[src/rtl/cag_pkg.sv]
// package for the cpu address generation block
// Contract
// - sequential fetch advances the program counter by the instruction byte count
// - relative branch adds sign-extended 8-bit displacement to next instruction address
// - short branch and all conditional branches use the relative target
// - absolute call and branch load the 16-bit immediate word into the counter
// - table call reads vector entry at 40H plus twice bits 1 to 5
// - register-indirect branch copies the accumulator pair into the counter
// - direct addressing uses the 16-bit immediate unchanged as operand address
// - short direct maps an 8-bit operand into the window FE20H to FF1FH
// - short direct: bits 15-9 ones, bit 8 set only for operands 00H-1FH
// - special register address is FFH upper byte with operand low byte
// - 3-bit code picks one of eight registers; pairs pick one of four
// - register indirect uses second index or base pointer pair as address
// - based address is base pointer plus zero-extended offset, carry dropped
// - push, pop, call, return and interrupt save address through the stack pointer
package cag_pkg;
    localparam logic [15:0] CAG_PC_RESET     = 16'h0000;
    localparam logic [15:0] CAG_SP_RESET     = 16'h0000;
    localparam logic [15:0] CAG_VECTOR_BASE  = 16'h0040;
    localparam logic [6:0]  CAG_SADDR_HIGH   = 7'h7f;
    localparam logic [7:0]  CAG_SADDR_SFR_LIM = 8'h1f;
    localparam logic [7:0]  CAG_SFR_PAGE     = 8'hff;
    localparam int          CAG_NUM_REGS     = 8;

    // next program counter source
    typedef enum logic [5:0] {
        CAG_PC_SEQ   = 6'b000001,
        CAG_PC_REL   = 6'b000010,
        CAG_PC_ABS   = 6'b000100,
        CAG_PC_TABLE = 6'b001000,
        CAG_PC_ACC   = 6'b010000,
        CAG_PC_HOLD  = 6'b100000
    } cag_pc_op_t;

    // operand address mode
    typedef enum logic [6:0] {
        CAG_EA_NONE   = 7'b0000001,
        CAG_EA_DIRECT = 7'b0000010,
        CAG_EA_SHORT  = 7'b0000100,
        CAG_EA_SFR    = 7'b0001000,
        CAG_EA_IND    = 7'b0010000,
        CAG_EA_BASED  = 7'b0100000,
        CAG_EA_STACK  = 7'b1000000
    } cag_ea_mode_t;

    // stack pointer action
    typedef enum logic [3:0] {
        CAG_SP_NONE  = 4'b0001,
        CAG_SP_PUSH  = 4'b0010,
        CAG_SP_POP   = 4'b0100,
        CAG_SP_LOAD  = 4'b1000
    } cag_sp_op_t;

    // register pair codes
    localparam logic [1:0] CAG_RP_ACC  = 2'h0;
    localparam logic [1:0] CAG_RP_BC   = 2'h1;
    localparam logic [1:0] CAG_RP_SIDX = 2'h2;
    localparam logic [1:0] CAG_RP_BASE = 2'h3;
endpackage

[src/rtl/cag_regs_if.sv]
// interface between the address generator and its register file
`timescale 1ns/1ps
interface cag_regs_if;
    logic [2:0]  rd_sel;
    logic [7:0]  rd_data;
    logic [1:0]  rp_sel;
    logic [15:0] rp_data;
    logic [15:0] acc_pair;
    logic [15:0] sidx_pair;
    logic [15:0] base_pair;
    logic        wr_en;
    logic [2:0]  wr_sel;
    logic [7:0]  wr_data;
    logic        wrp_en;
    logic [1:0]  wrp_sel;
    logic [15:0] wrp_data;
    modport gen (output rd_sel, rp_sel, wr_en, wr_sel, wr_data, wrp_en, wrp_sel, wrp_data,
                 input rd_data, rp_data, acc_pair, sidx_pair, base_pair);
    modport file (input rd_sel, rp_sel, wr_en, wr_sel, wr_data, wrp_en, wrp_sel, wrp_data,
                  output rd_data, rp_data, acc_pair, sidx_pair, base_pair);
endinterface

[src/rtl/cag_reg_file.sv]
// eight 8-bit general registers, addressable as four pairs
`timescale 1ns/1ps
module cag_reg_file
    import cag_pkg::*;
(
    input  wire logic i_clock,
    input  wire logic i_rst_b,
    cag_regs_if.file  regs
);
    logic [7:0] reg_q [CAG_NUM_REGS];
    logic [7:0] reg_d [CAG_NUM_REGS];

    always_comb
    begin
        reg_d = reg_q;
        if (regs.wr_en)
        begin
            reg_d[regs.wr_sel] = regs.wr_data;
        end
        if (regs.wrp_en)
        begin
            reg_d[{regs.wrp_sel, 1'b0}] = regs.wrp_data[7:0];
            reg_d[{regs.wrp_sel, 1'b1}] = regs.wrp_data[15:8];
        end
    end

    always_ff @(posedge i_clock)
    begin
        if (!i_rst_b)
        begin
            for (int i = 0; i < CAG_NUM_REGS; i++)
            begin
                reg_q[i] <= 8'h00;
            end
        end
        else
        begin
            reg_q <= reg_d;
        end
    end

    // pair n is low register 2n, high register 2n+1
    assign regs.rd_data   = reg_q[regs.rd_sel];
    assign regs.rp_data   = {reg_q[{regs.rp_sel, 1'b1}], reg_q[{regs.rp_sel, 1'b0}]};
    assign regs.acc_pair  = {reg_q[1], reg_q[0]};
    assign regs.sidx_pair = {reg_q[5], reg_q[4]};
    assign regs.base_pair = {reg_q[7], reg_q[6]};
endmodule

[src/rtl/cag_top.sv]
// address generation: next program counter and operand effective address
`timescale 1ns/1ps
module cag_top
    import cag_pkg::*;
(
    input  wire logic         i_clock,
    input  wire logic         i_rst_b,
    input  wire logic         i_step,
    input  wire logic [1:0]   i_insn_len,
    input  wire cag_pc_op_t   i_pc_op,
    input  wire logic         i_cond_taken,
    input  wire logic [7:0]   i_branch_displacement,
    input  wire logic [15:0]  i_absolute_target_word,
    input  wire logic [7:0]   i_opcode,
    input  wire logic [15:0]  i_table_entry,
    input  wire cag_ea_mode_t i_ea_mode,
    input  wire logic [7:0]   i_operand_byte,
    input  wire logic         i_ind_use_base,
    input  wire cag_sp_op_t   i_sp_op,
    input  wire logic [15:0]  i_sp_load,
    input  wire logic [2:0]   i_reg_sel,
    input  wire logic [1:0]   i_register_pair_operand,
    input  wire logic         i_reg_wr,
    input  wire logic [7:0]   i_reg_wr_data,
    input  wire logic         i_pair_wr,
    input  wire logic [15:0]  i_pair_wr_data,
    output logic      [15:0]  o_pc,
    output logic      [15:0]  o_table_addr,
    output logic      [15:0]  o_ea,
    output logic      [15:0]  o_ea_hi,
    output logic              o_ea_valid,
    output logic      [15:0]  o_sp,
    output logic      [7:0]   o_reg_data,
    output logic      [15:0]  o_pair_data
);
    cag_regs_if regs ();

    cag_reg_file u_reg_file (
        .i_clock (i_clock),
        .i_rst_b (i_rst_b),
        .regs    (regs)
    );

    assign regs.rd_sel   = i_reg_sel;
    assign regs.rp_sel   = i_register_pair_operand;
    assign regs.wr_en    = i_reg_wr;
    assign regs.wr_sel   = i_reg_sel;
    assign regs.wr_data  = i_reg_wr_data;
    assign regs.wrp_en   = i_pair_wr;
    assign regs.wrp_sel  = i_register_pair_operand;
    assign regs.wrp_data = i_pair_wr_data;

    // sign-extend and add a byte displacement, dropping any carry out
    function automatic logic [15:0] cag_rel(input logic [15:0] base, input logic [7:0] disp);
        cag_rel = 16'(base + {{8{disp[7]}}, disp});
    endfunction

    // short direct: bit 8 set only for the sfr part of the window
    function automatic logic [15:0] cag_saddr(input logic [7:0] op);
        cag_saddr = {CAG_SADDR_HIGH, (op <= CAG_SADDR_SFR_LIM), op};
    endfunction

    logic [15:0] pc_q;
    logic [15:0] pc_d;
    logic [15:0] pc_next_seq;
    logic [15:0] sp_q;
    logic [15:0] sp_d;
    logic [15:0] ea_q;
    logic [15:0] ea_d;
    logic [15:0] ea_hi_q;
    logic [15:0] ea_hi_d;
    logic        ea_valid_q;
    logic        ea_valid_d;
    logic [15:0] table_addr_q;
    logic [15:0] table_addr_d;
    logic [7:0]  reg_data_q;
    logic [7:0]  reg_data_d;
    logic [15:0] pair_data_q;
    logic [15:0] pair_data_d;

    // address of the instruction that follows the current one
    assign pc_next_seq = 16'(pc_q + {14'h0000, i_insn_len});

    // program counter group
    always_comb
    begin
        pc_d = pc_q;
        if (i_step)
        begin
            case (i_pc_op)
                CAG_PC_SEQ:   pc_d = pc_next_seq;
                // untaken conditional falls through to the next instruction
                CAG_PC_REL:   pc_d = i_cond_taken ? cag_rel(pc_next_seq, i_branch_displacement)
                                                  : pc_next_seq;
                CAG_PC_ABS:   pc_d = i_absolute_target_word;
                CAG_PC_TABLE: pc_d = i_table_entry;
                CAG_PC_ACC:   pc_d = regs.acc_pair;
                default:      pc_d = pc_q;
            endcase
        end
    end

    // vector table slot from opcode bits 1..5, always even
    always_comb
    begin
        table_addr_d = CAG_VECTOR_BASE | {10'h000, i_opcode[5:1], 1'b0};
    end

    // register read port, registered so the data outputs come from flops
    always_comb
    begin
        reg_data_d  = regs.rd_data;
        pair_data_d = regs.rp_data;
    end

    // operand address and stack pointer group
    always_comb
    begin
        ea_d       = ea_q;
        ea_hi_d    = ea_hi_q;
        ea_valid_d = 1'b0;
        sp_d       = sp_q;
        case (i_ea_mode)
            CAG_EA_NONE:
            begin
                ea_valid_d = 1'b0;
            end
            CAG_EA_DIRECT:
            begin
                ea_d       = i_absolute_target_word;
                ea_valid_d = 1'b1;
            end
            CAG_EA_SHORT:
            begin
                // word operands rely on an even operand from software
                ea_d       = cag_saddr(i_operand_byte);
                ea_valid_d = 1'b1;
            end
            CAG_EA_SFR:
            begin
                ea_d       = {CAG_SFR_PAGE, i_operand_byte};
                ea_valid_d = 1'b1;
            end
            CAG_EA_IND:
            begin
                ea_d       = i_ind_use_base ? regs.base_pair : regs.sidx_pair;
                ea_valid_d = 1'b1;
            end
            CAG_EA_BASED:
            begin
                ea_d       = 16'(regs.base_pair + {8'h00, i_operand_byte});
                ea_valid_d = 1'b1;
            end
            CAG_EA_STACK:
            begin
                ea_valid_d = 1'b1;
                // pointer is trusted to stay in internal ram
                case (i_sp_op)
                    CAG_SP_PUSH:
                    begin
                        ea_hi_d = 16'(sp_q - 16'h0001);
                        ea_d    = 16'(sp_q - 16'h0002);
                        sp_d    = 16'(sp_q - 16'h0002);
                    end
                    CAG_SP_POP:
                    begin
                        ea_d    = sp_q;
                        ea_hi_d = 16'(sp_q + 16'h0001);
                        sp_d    = 16'(sp_q + 16'h0002);
                    end
                    default:
                    begin
                        // call and return reads leave the pointer where it is
                        ea_d    = sp_q;
                        ea_hi_d = 16'(sp_q + 16'h0001);
                    end
                endcase
            end
            default:
            begin
                ea_valid_d = 1'b0;
            end
        endcase
        if (i_sp_op == CAG_SP_LOAD)
        begin
            sp_d = i_sp_load;
        end
    end

    always_ff @(posedge i_clock)
    begin
        if (!i_rst_b)
        begin
            pc_q         <= CAG_PC_RESET;
            sp_q         <= CAG_SP_RESET;
            ea_q         <= 16'h0000;
            ea_hi_q      <= 16'h0000;
            ea_valid_q   <= 1'b0;
            table_addr_q <= 16'h0000;
            reg_data_q   <= 8'h00;
            pair_data_q  <= 16'h0000;
        end
        else
        begin
            pc_q         <= pc_d;
            sp_q         <= sp_d;
            ea_q         <= ea_d;
            ea_hi_q      <= ea_hi_d;
            ea_valid_q   <= ea_valid_d;
            table_addr_q <= table_addr_d;
            reg_data_q   <= reg_data_d;
            pair_data_q  <= pair_data_d;
        end
    end

    assign o_pc         = pc_q;
    assign o_sp         = sp_q;
    assign o_ea         = ea_q;
    assign o_ea_hi      = ea_hi_q;
    assign o_ea_valid   = ea_valid_q;
    assign o_table_addr = table_addr_q;
    assign o_reg_data   = reg_data_q;
    assign o_pair_data  = pair_data_q;
endmodule

[config.mk]
export PLATFORM = sky130hd
export DESIGN_NAME = cag_top
export DESIGN_NICKNAME = d
export VERILOG_FILES = /design/src/rtl/cag_pkg.sv /design/src/rtl/cag_regs_if.sv /design/src/rtl/cag_reg_file.sv /design/src/rtl/cag_top.sv
export SDC_FILE = /design/constraint.sdc
export NUM_CORES = 1
export LEC_CHECK = 0
export BUFFER_PORTS_ARGS = -buffer_cell sky130_fd_sc_hd__clkbuf_2
export CAP_MARGIN = 20
export CORE_MARGIN = 4
export CORE_UTILIZATION = 23
export DETAILED_ROUTE_END_ITERATION = 6
export GPL_TIMING_DRIVEN = 0
export PLACE_DENSITY = 0.39
export REMOVE_ABC_BUFFERS = 1
export SLEW_MARGIN = 15
export SYNTH_ARGS = -nofsm -noshare
export SYNTH_HDL_FRONTEND = slang
export SYNTH_SLANG_ARGS = --single-unit
[constraint.sdc]
create_clock -name i_clock -period 5.3 [get_ports i_clock]
set_input_delay 1.06 -clock i_clock [delete_from_list [all_inputs] [get_ports i_clock]]
set_output_delay 1.06 -clock i_clock [all_outputs]
set_load 0.05 [all_outputs]
== After elaboration in Yosys (flattened, before gate mapping) ==
Cells that the tools add are included.
W data, S select, Z words.

* Flip-flop bits (word level): 169
* Input bits: 127
* Word-level logic and storage cells: 89

* $add $sub $neg: 7
* Magnitude comparators: 7
* Eq/ne operators: 14
* Multiplexer cells: 31
* Bitwise logic cells: 3
* Reduce and logical (&&, ||, !) cells: 10

{| class="wikitable"
|+ Operators by type and width
! cell !! number
|-
| $bwmux W64 || 3
|-
| $mux W64 || 2
|-
| $mux W16 || 6
|-
| $pmux W16 S6 || 1
|-
| $pmux W16 S5 || 1
|-
| $bmux W8 S3 || 3
|-
| $demux W8 S3 || 3
|-
| $mux W8 || 9
|-
| $pmux W16 S2 || 1
|-
| $add A16 B1 Y16 const B || 1
|-
| $add A16 B16 Y16 || 1
|-
| $add A16 B2 Y16 || 1
|-
| $add A16 B2 Y16 const B || 1
|-
| $add A16 B8 Y16 || 1
|-
| $sub A16 B1 Y16 const B || 1
|-
| $sub A16 B2 Y16 const B || 1
|-
| $ge A4 B4 Y1 const B || 3
|-
| $lt A4 B1 Y1 const B || 3
|-
| $not A3 Y4 || 3
|-
| $le A8 B5 Y1 const B || 1
|-
| $eq A7 B2 Y1 const B || 1
|-
| $eq A7 B3 Y1 const B || 1
|-
| $eq A7 B4 Y1 const B || 1
|-
| $eq A7 B5 Y1 const B || 1
|-
| 19 further kinds || 22
|}

== Longest topological paths before layout ==
* Depth in word-level cells: 10
* Depth in mapped cells: 14

== Hierarchy ==
From an unflattened synthesis, not the netlist that was laid out.

* Cells, all modules: 1,359
* Area, all modules: 11,516.0 um2

{| class="wikitable"
|+ By module, submodules not included
! module !! instances !! cells an instance !! area each (um2) !! seq. area each (um2)
|-
| cag_top || 1 || 949 || 7,403.4 || 1,901.8
|-
| cag_reg_file || 1 || 410 || 4,112.7 || 1,281.2
|}

== Worst setup path after synthesis ==
No wires, ideal clock.

* Path type: input to register
* From: in i_insn_len[0]
* To: reg pc_q[15] (netlist: o_pc[15])
* Library setup time: 0.101 ns
* Arrival time: 3.803 ns
* Setup slack: 1.396 ns
* Stages on the path: 13
* Buffers on the path: 1
* Path through: ha_1 fa_1 and3_1 clkbuf_1 and3_1 xor2_1 ha_1 a21oi_1 o21ai_0 nor3_1 a221oi_1 a31oi_1 o41ai_1

* Longest elaborated chain between the ends: 4

{| class="wikitable"
|+ RTL lines
! element !! line !! RTL
|-
| from (decl) || cag_top.sv:9 || <nowiki>input wire logic [1:0] i_insn_len,</nowiki>
|-
| $add A16 B2 Y16 * || cag_top.sv:82 || <nowiki>assign pc_next_seq = 16'(pc_q + {14'h0000, i_insn_len});</nowiki>
|-
| $add A16 B16 Y16 || cag_top.sv:55 || <nowiki>cag_rel = 16'(base + {{8{disp[7]}}, disp});</nowiki>
|-
| $mux W16 || cag_top.sv:93 || <nowiki>CAG_PC_REL: pc_d = i_cond_taken ? cag_rel(pc_next_seq, i_branch_displacement)</nowiki>
|-
| $pmux W16 S5 * || cag_top.sv:90 || <nowiki>case (i_pc_op)</nowiki>
|-
| to (signal assigned) || cag_top.sv:205 || <nowiki>pc_q <= pc_d;</nowiki>
|-
| to (decl) || cag_top.sv:63 || <nowiki>logic [15:0] pc_q;</nowiki>
|}

Every way passes the cells marked *; elsewhere a longest branch is shown, timed or not.
A chain may end at the register's enable or synchronous reset.

== Worst setup path in the final report ==
* From: in i_sp_op[1]
* To: reg ea_hi_q[13] (netlist: o_ea_hi[13])

* Longest elaborated chain between the ends: 2

{| class="wikitable"
|+ RTL lines
! element !! line !! RTL
|-
| from (decl) || cag_top.sv:19 || <nowiki>input wire cag_sp_op_t i_sp_op,</nowiki>
|-
| $eq A4 B2 Y1 || cag_top.sv:158 || <nowiki>case (i_sp_op)</nowiki>
|-
| $mux W16 || -- ||
|-
| to (signal assigned) || cag_top.sv:208 || <nowiki>ea_hi_q <= ea_hi_d;</nowiki>
|-
| to (decl) || cag_top.sv:70 || <nowiki>logic [15:0] ea_hi_q;</nowiki>
|}

Every way passes these cells.

==> impl_metrics.toml <==
[status]
outcome = "finished, final reports clean"

[synthesis]
muxShareOfSynthArea_pct = 14.3
synth-xor-area-share_pct = 4.99
syn_inst = 1334
avgSynthCellArea_sq_um = 8.42
yosysSeqAreaShare_pct = 28.3
synth.cell_area_sq_um = 11200
ys_ff_latch = 159
ys.flop_type = "dfxtp_1"
synth_compound_area_share_pct = 22.2
synth-simple-area-share_pct = 19.6
yosysUniqueCellTypes = 80
synth_top_family_by_area = "compound AO/OA/AOI/OAI gates"
ys_warn_count = 0
synth_edf_count = 0
synthArstFlopShare_pct = 0
synth_fa_ha_area_share_pct = 5.62

[clock_network]
cts_sinks = 159
cts-root-buf = "clkbuf_16"
cts_setup_buffers = 0
cts.reportedPaths.clkPinSlew_ps = 70
cts-buffers-inserted = 17
hold_buffers = 0
cts_resized = 0
cts_tree = "built"
worstSkewPairLatency_ps = 460
htreeDepth = 4
clock_tree.buffer_depth = 2

[power_and_ir_drop]
power-per-cell-area_nw_per_um2 = 244
total_power_mw = 3.29
leakage_nw = 5.42
vdd_drop_max_mv = 0.189

[timing]
tightestPinTransition_ps = 921
relSlewSlack_pct = 38.3
min_period_ps = 4040
setup_viol = 0
fin_setup_tns_ps = 0
hold_ws_ps = 458
slew_violations = 0
finalHoldViolCount = 0
max_freq_mhz = 248
rsz0062_at_grt = "no"
period_share_pct = 76.2
skew_ps = 16.8
setup_slack_ps = 1260

[die]
die_y_um = 229
die_width_um = 229
core_sq_um = 48000
initial_core_util_pct = 23.4
die_area_sq_um = 52400
io_pins = 232
num_rows = 80

[setup_path]
r2r.worst_path.cells = 11
worstPathArrival_ps = 4350
path_cells = "clkbuf_2, or4b_1, clkinv_1, ha_1, a211oi_1, nor2_1, a2111oi_0, nor2_1, xnor2_1, a21oi_1"
crit_family = "compound AO/OA/AOI/OAI gates"
path_buf_inv = 2
regToRegStartpoint = "o_pc[7]$_SDFFE_PN0P_"
worst_ep_required_time_ps = 5610
crit_cells = 10
cpPeakStageDelay_ps = 690
path_common_cell = "nor2_1"
slowest_stage = "a2111oi_0"
startpoint = "i_sp_op[1]"
r2r_end = "o_pc[15]$_SDFFE_PN0P_"
crit_path_end_kind = "flip-flop"
crit_end = "o_ea_hi[13]$_SDFFE_PN0P_"
path_max_fanout = 23
reg2reg_slack_ps = 1630
crit_path_start_kind = "input pin"
criticalPathCategory = "in -> reg"

[layout]
fin_util_pct = 28.0
drive_gt1_share_pct = 21.7
fill_cells = 5235
num_antenna_cells = 0
layout.cells.non_filler = 2106
synthToLayoutAreaGrowth_pct = 19.8
nets = 1654
stdcell_area_sq_um = 13500

[flow_run]
cap_violations = 0

[placed_design]
placed_area_sq_um = 12800
portBuffers = 218
dp_cells = 2074
hpwlAfterDp_um = 36300
gp_congestion = 0.867
dp_slack_ps = 822

[global_routing]
grtUsageTotal_pct = 17.7
overflow = 0
grt_pass1_wl_um = 70900
grt_pass1_vias = 10900
grt_max_degree = 90
grt_antenna_before_repair = 1

[drt]
wl_um = 47400
remaining_drc_errors = 0
drt_iter0_markers = 790
ant_nets = 0
drt-pass1-iter-count = 5
wire_per_inst_um = 22.5
vias_per_cell = 5.20
routed-via-count = 10900

[min_path]
hold_path_class = "reg -> reg"
where the power goes:
group | total [mW] | internal, mW | switching (mW)
sequential | 1.32 | 1.25 | 0.0767
combinational | 0.643 | 0.233 | 0.410
clock | 1.32 | 0.711 | 0.608
total | 3.29 | 2.19 | 1.09
worst min-delay path by stage:
| stage | from | to | slack (ps) | cells after the start |
|---|---|---|---|---|
| 2_1_floorplan | u_reg_file.reg_q[47]$_SDFF_PN0_ | u_reg_file.reg_q[47]$_SDFF_PN0_ | 530 | 2 |
| 3_3_place_gp | o_ea_hi[2]$_SDFFE_PN0P_ | o_ea_hi[2]$_SDFFE_PN0P_ | 450 | 2 |
| 3_5_place_dp | o_ea_hi[4]$_SDFFE_PN0P_ | o_ea_hi[4]$_SDFFE_PN0P_ | 450 | 2 |
| 4_1_cts | o_ea_hi[4]$_SDFFE_PN0P_ | o_ea_hi[4]$_SDFFE_PN0P_ | 460 | 2 |
| 5_1_grt | o_ea_hi[4]$_SDFFE_PN0P_ | o_ea_hi[4]$_SDFFE_PN0P_ | 470 | 2 |
| 6_report | o_ea_hi[4]$_SDFFE_PN0P_ | o_ea_hi[4]$_SDFFE_PN0P_ | 460 | 2 |
cell usage in the layout, fill, tap and decap left out, types with 10 or more instances in the layout:
| cell type | n |
|---|---|
| clkbuf_2 | 217 |
| dfxtp_1 | 159 |
| nor2_1 | 129 |
| nand2_1 | 109 |
| a211oi_1 | 89 |
| mux2i_1 | 87 |
| a21oi_1 | 74 |
| o21ai_0 | 72 |
| ha_1 | 44 |
| xnor2_1 | 40 |
| mux4_2 | 32 |
| nand3_1 | 31 |
| nor3_1 | 29 |
| and2_1 | 26 |
| xor2_1 | 24 |
| a31oi_1 | 23 |
| inv_1 | 19 |
| clkbuf_16 | 17 |
| a222oi_1 | 14 |
| nand4_1 | 13 |
| or3_1 | 13 |
| nand2b_1 | 12 |
| a221oi_1 | 11 |
| conb_1 | 10 |
tightest hold or removal path, stage by stage, from the launching register on:
cell and delay [ps]:
dfxtp_1 310, nand2_1 50, a21oi_1 50
logic make-up after synthesis:
group                      Yosys count
xor gates and xnor gates            64
AOI/OAI and AO/OA                  370
and+or+nand+nor                    438
other                                1
buffers and inverters              134
DFF                                159
adders and majority gates           48
muxes                              120
sequential cells by signal, summed over array words and instances, names as in the netlist:
name                       count
o_ea_hi                       16
u_reg_file.regs.base_pair     16
o_pair_data                   16
o_reg_data                     8
u_reg_file.regs.sidx_pair     16
u_reg_file.reg_q              16
o_table_addr                   6
u_reg_file.regs.acc_pair      16
o_ea                          16
o_sp                          16
o_ea_valid                     1
o_pc                          16
area by class of cell:
class	count	area, sq um	share of cell area [%]
clock buffers	17	425	3.16
clock inverters	14	170	1.27
inverters	21	83.8	0.623
multi-input cells	1050	7570	56.3
flip-flops and latches	159	3180	23.7
well taps	615	769	5.72
repair buffers	230	1250	9.27
cell usage after synthesis, drive strengths merged (5+ instances only):
library cell	n	share of area [%]
dfxtp	159	28
nor2	130	4.3
nand2	109	3.6
a211oi	89	6.0
mux2i	87	7.8
clkbuf	86	2.9
a21oi	76	3.4
o21ai	73	3.3
ha	44	4.9
xnor2	40	3.1
nor3	35	1.8
mux4	32	6.4
nand3	32	1.4
and2	27	1.5
buf	27	1.4
a31oi	24	1.4
xor2	24	1.9
inv	19	0.64
a222oi	14	1.2
nand4	13	0.72
or3	13	0.72
nand2b	12	0.67
a221oi	11	0.86
a21o	9	0.60
a22oi	9	0.60
nor3b	9	0.69
o211ai	9	0.60
o21a	9	0.60
or4	9	0.67
nor2b	8	0.45
nor4	8	0.56
nand3b	7	0.47
and4	5	0.39
nand4b	5	0.39
per-layer routing:
metal	wire length [um]	GRT usage [%]
met1	21700	23.8
met2	22200	29.0
met3	2850	4.32
met4	663	3.67
met5	13	0
No activity file was read; power rests on OpenSTA's default activity.
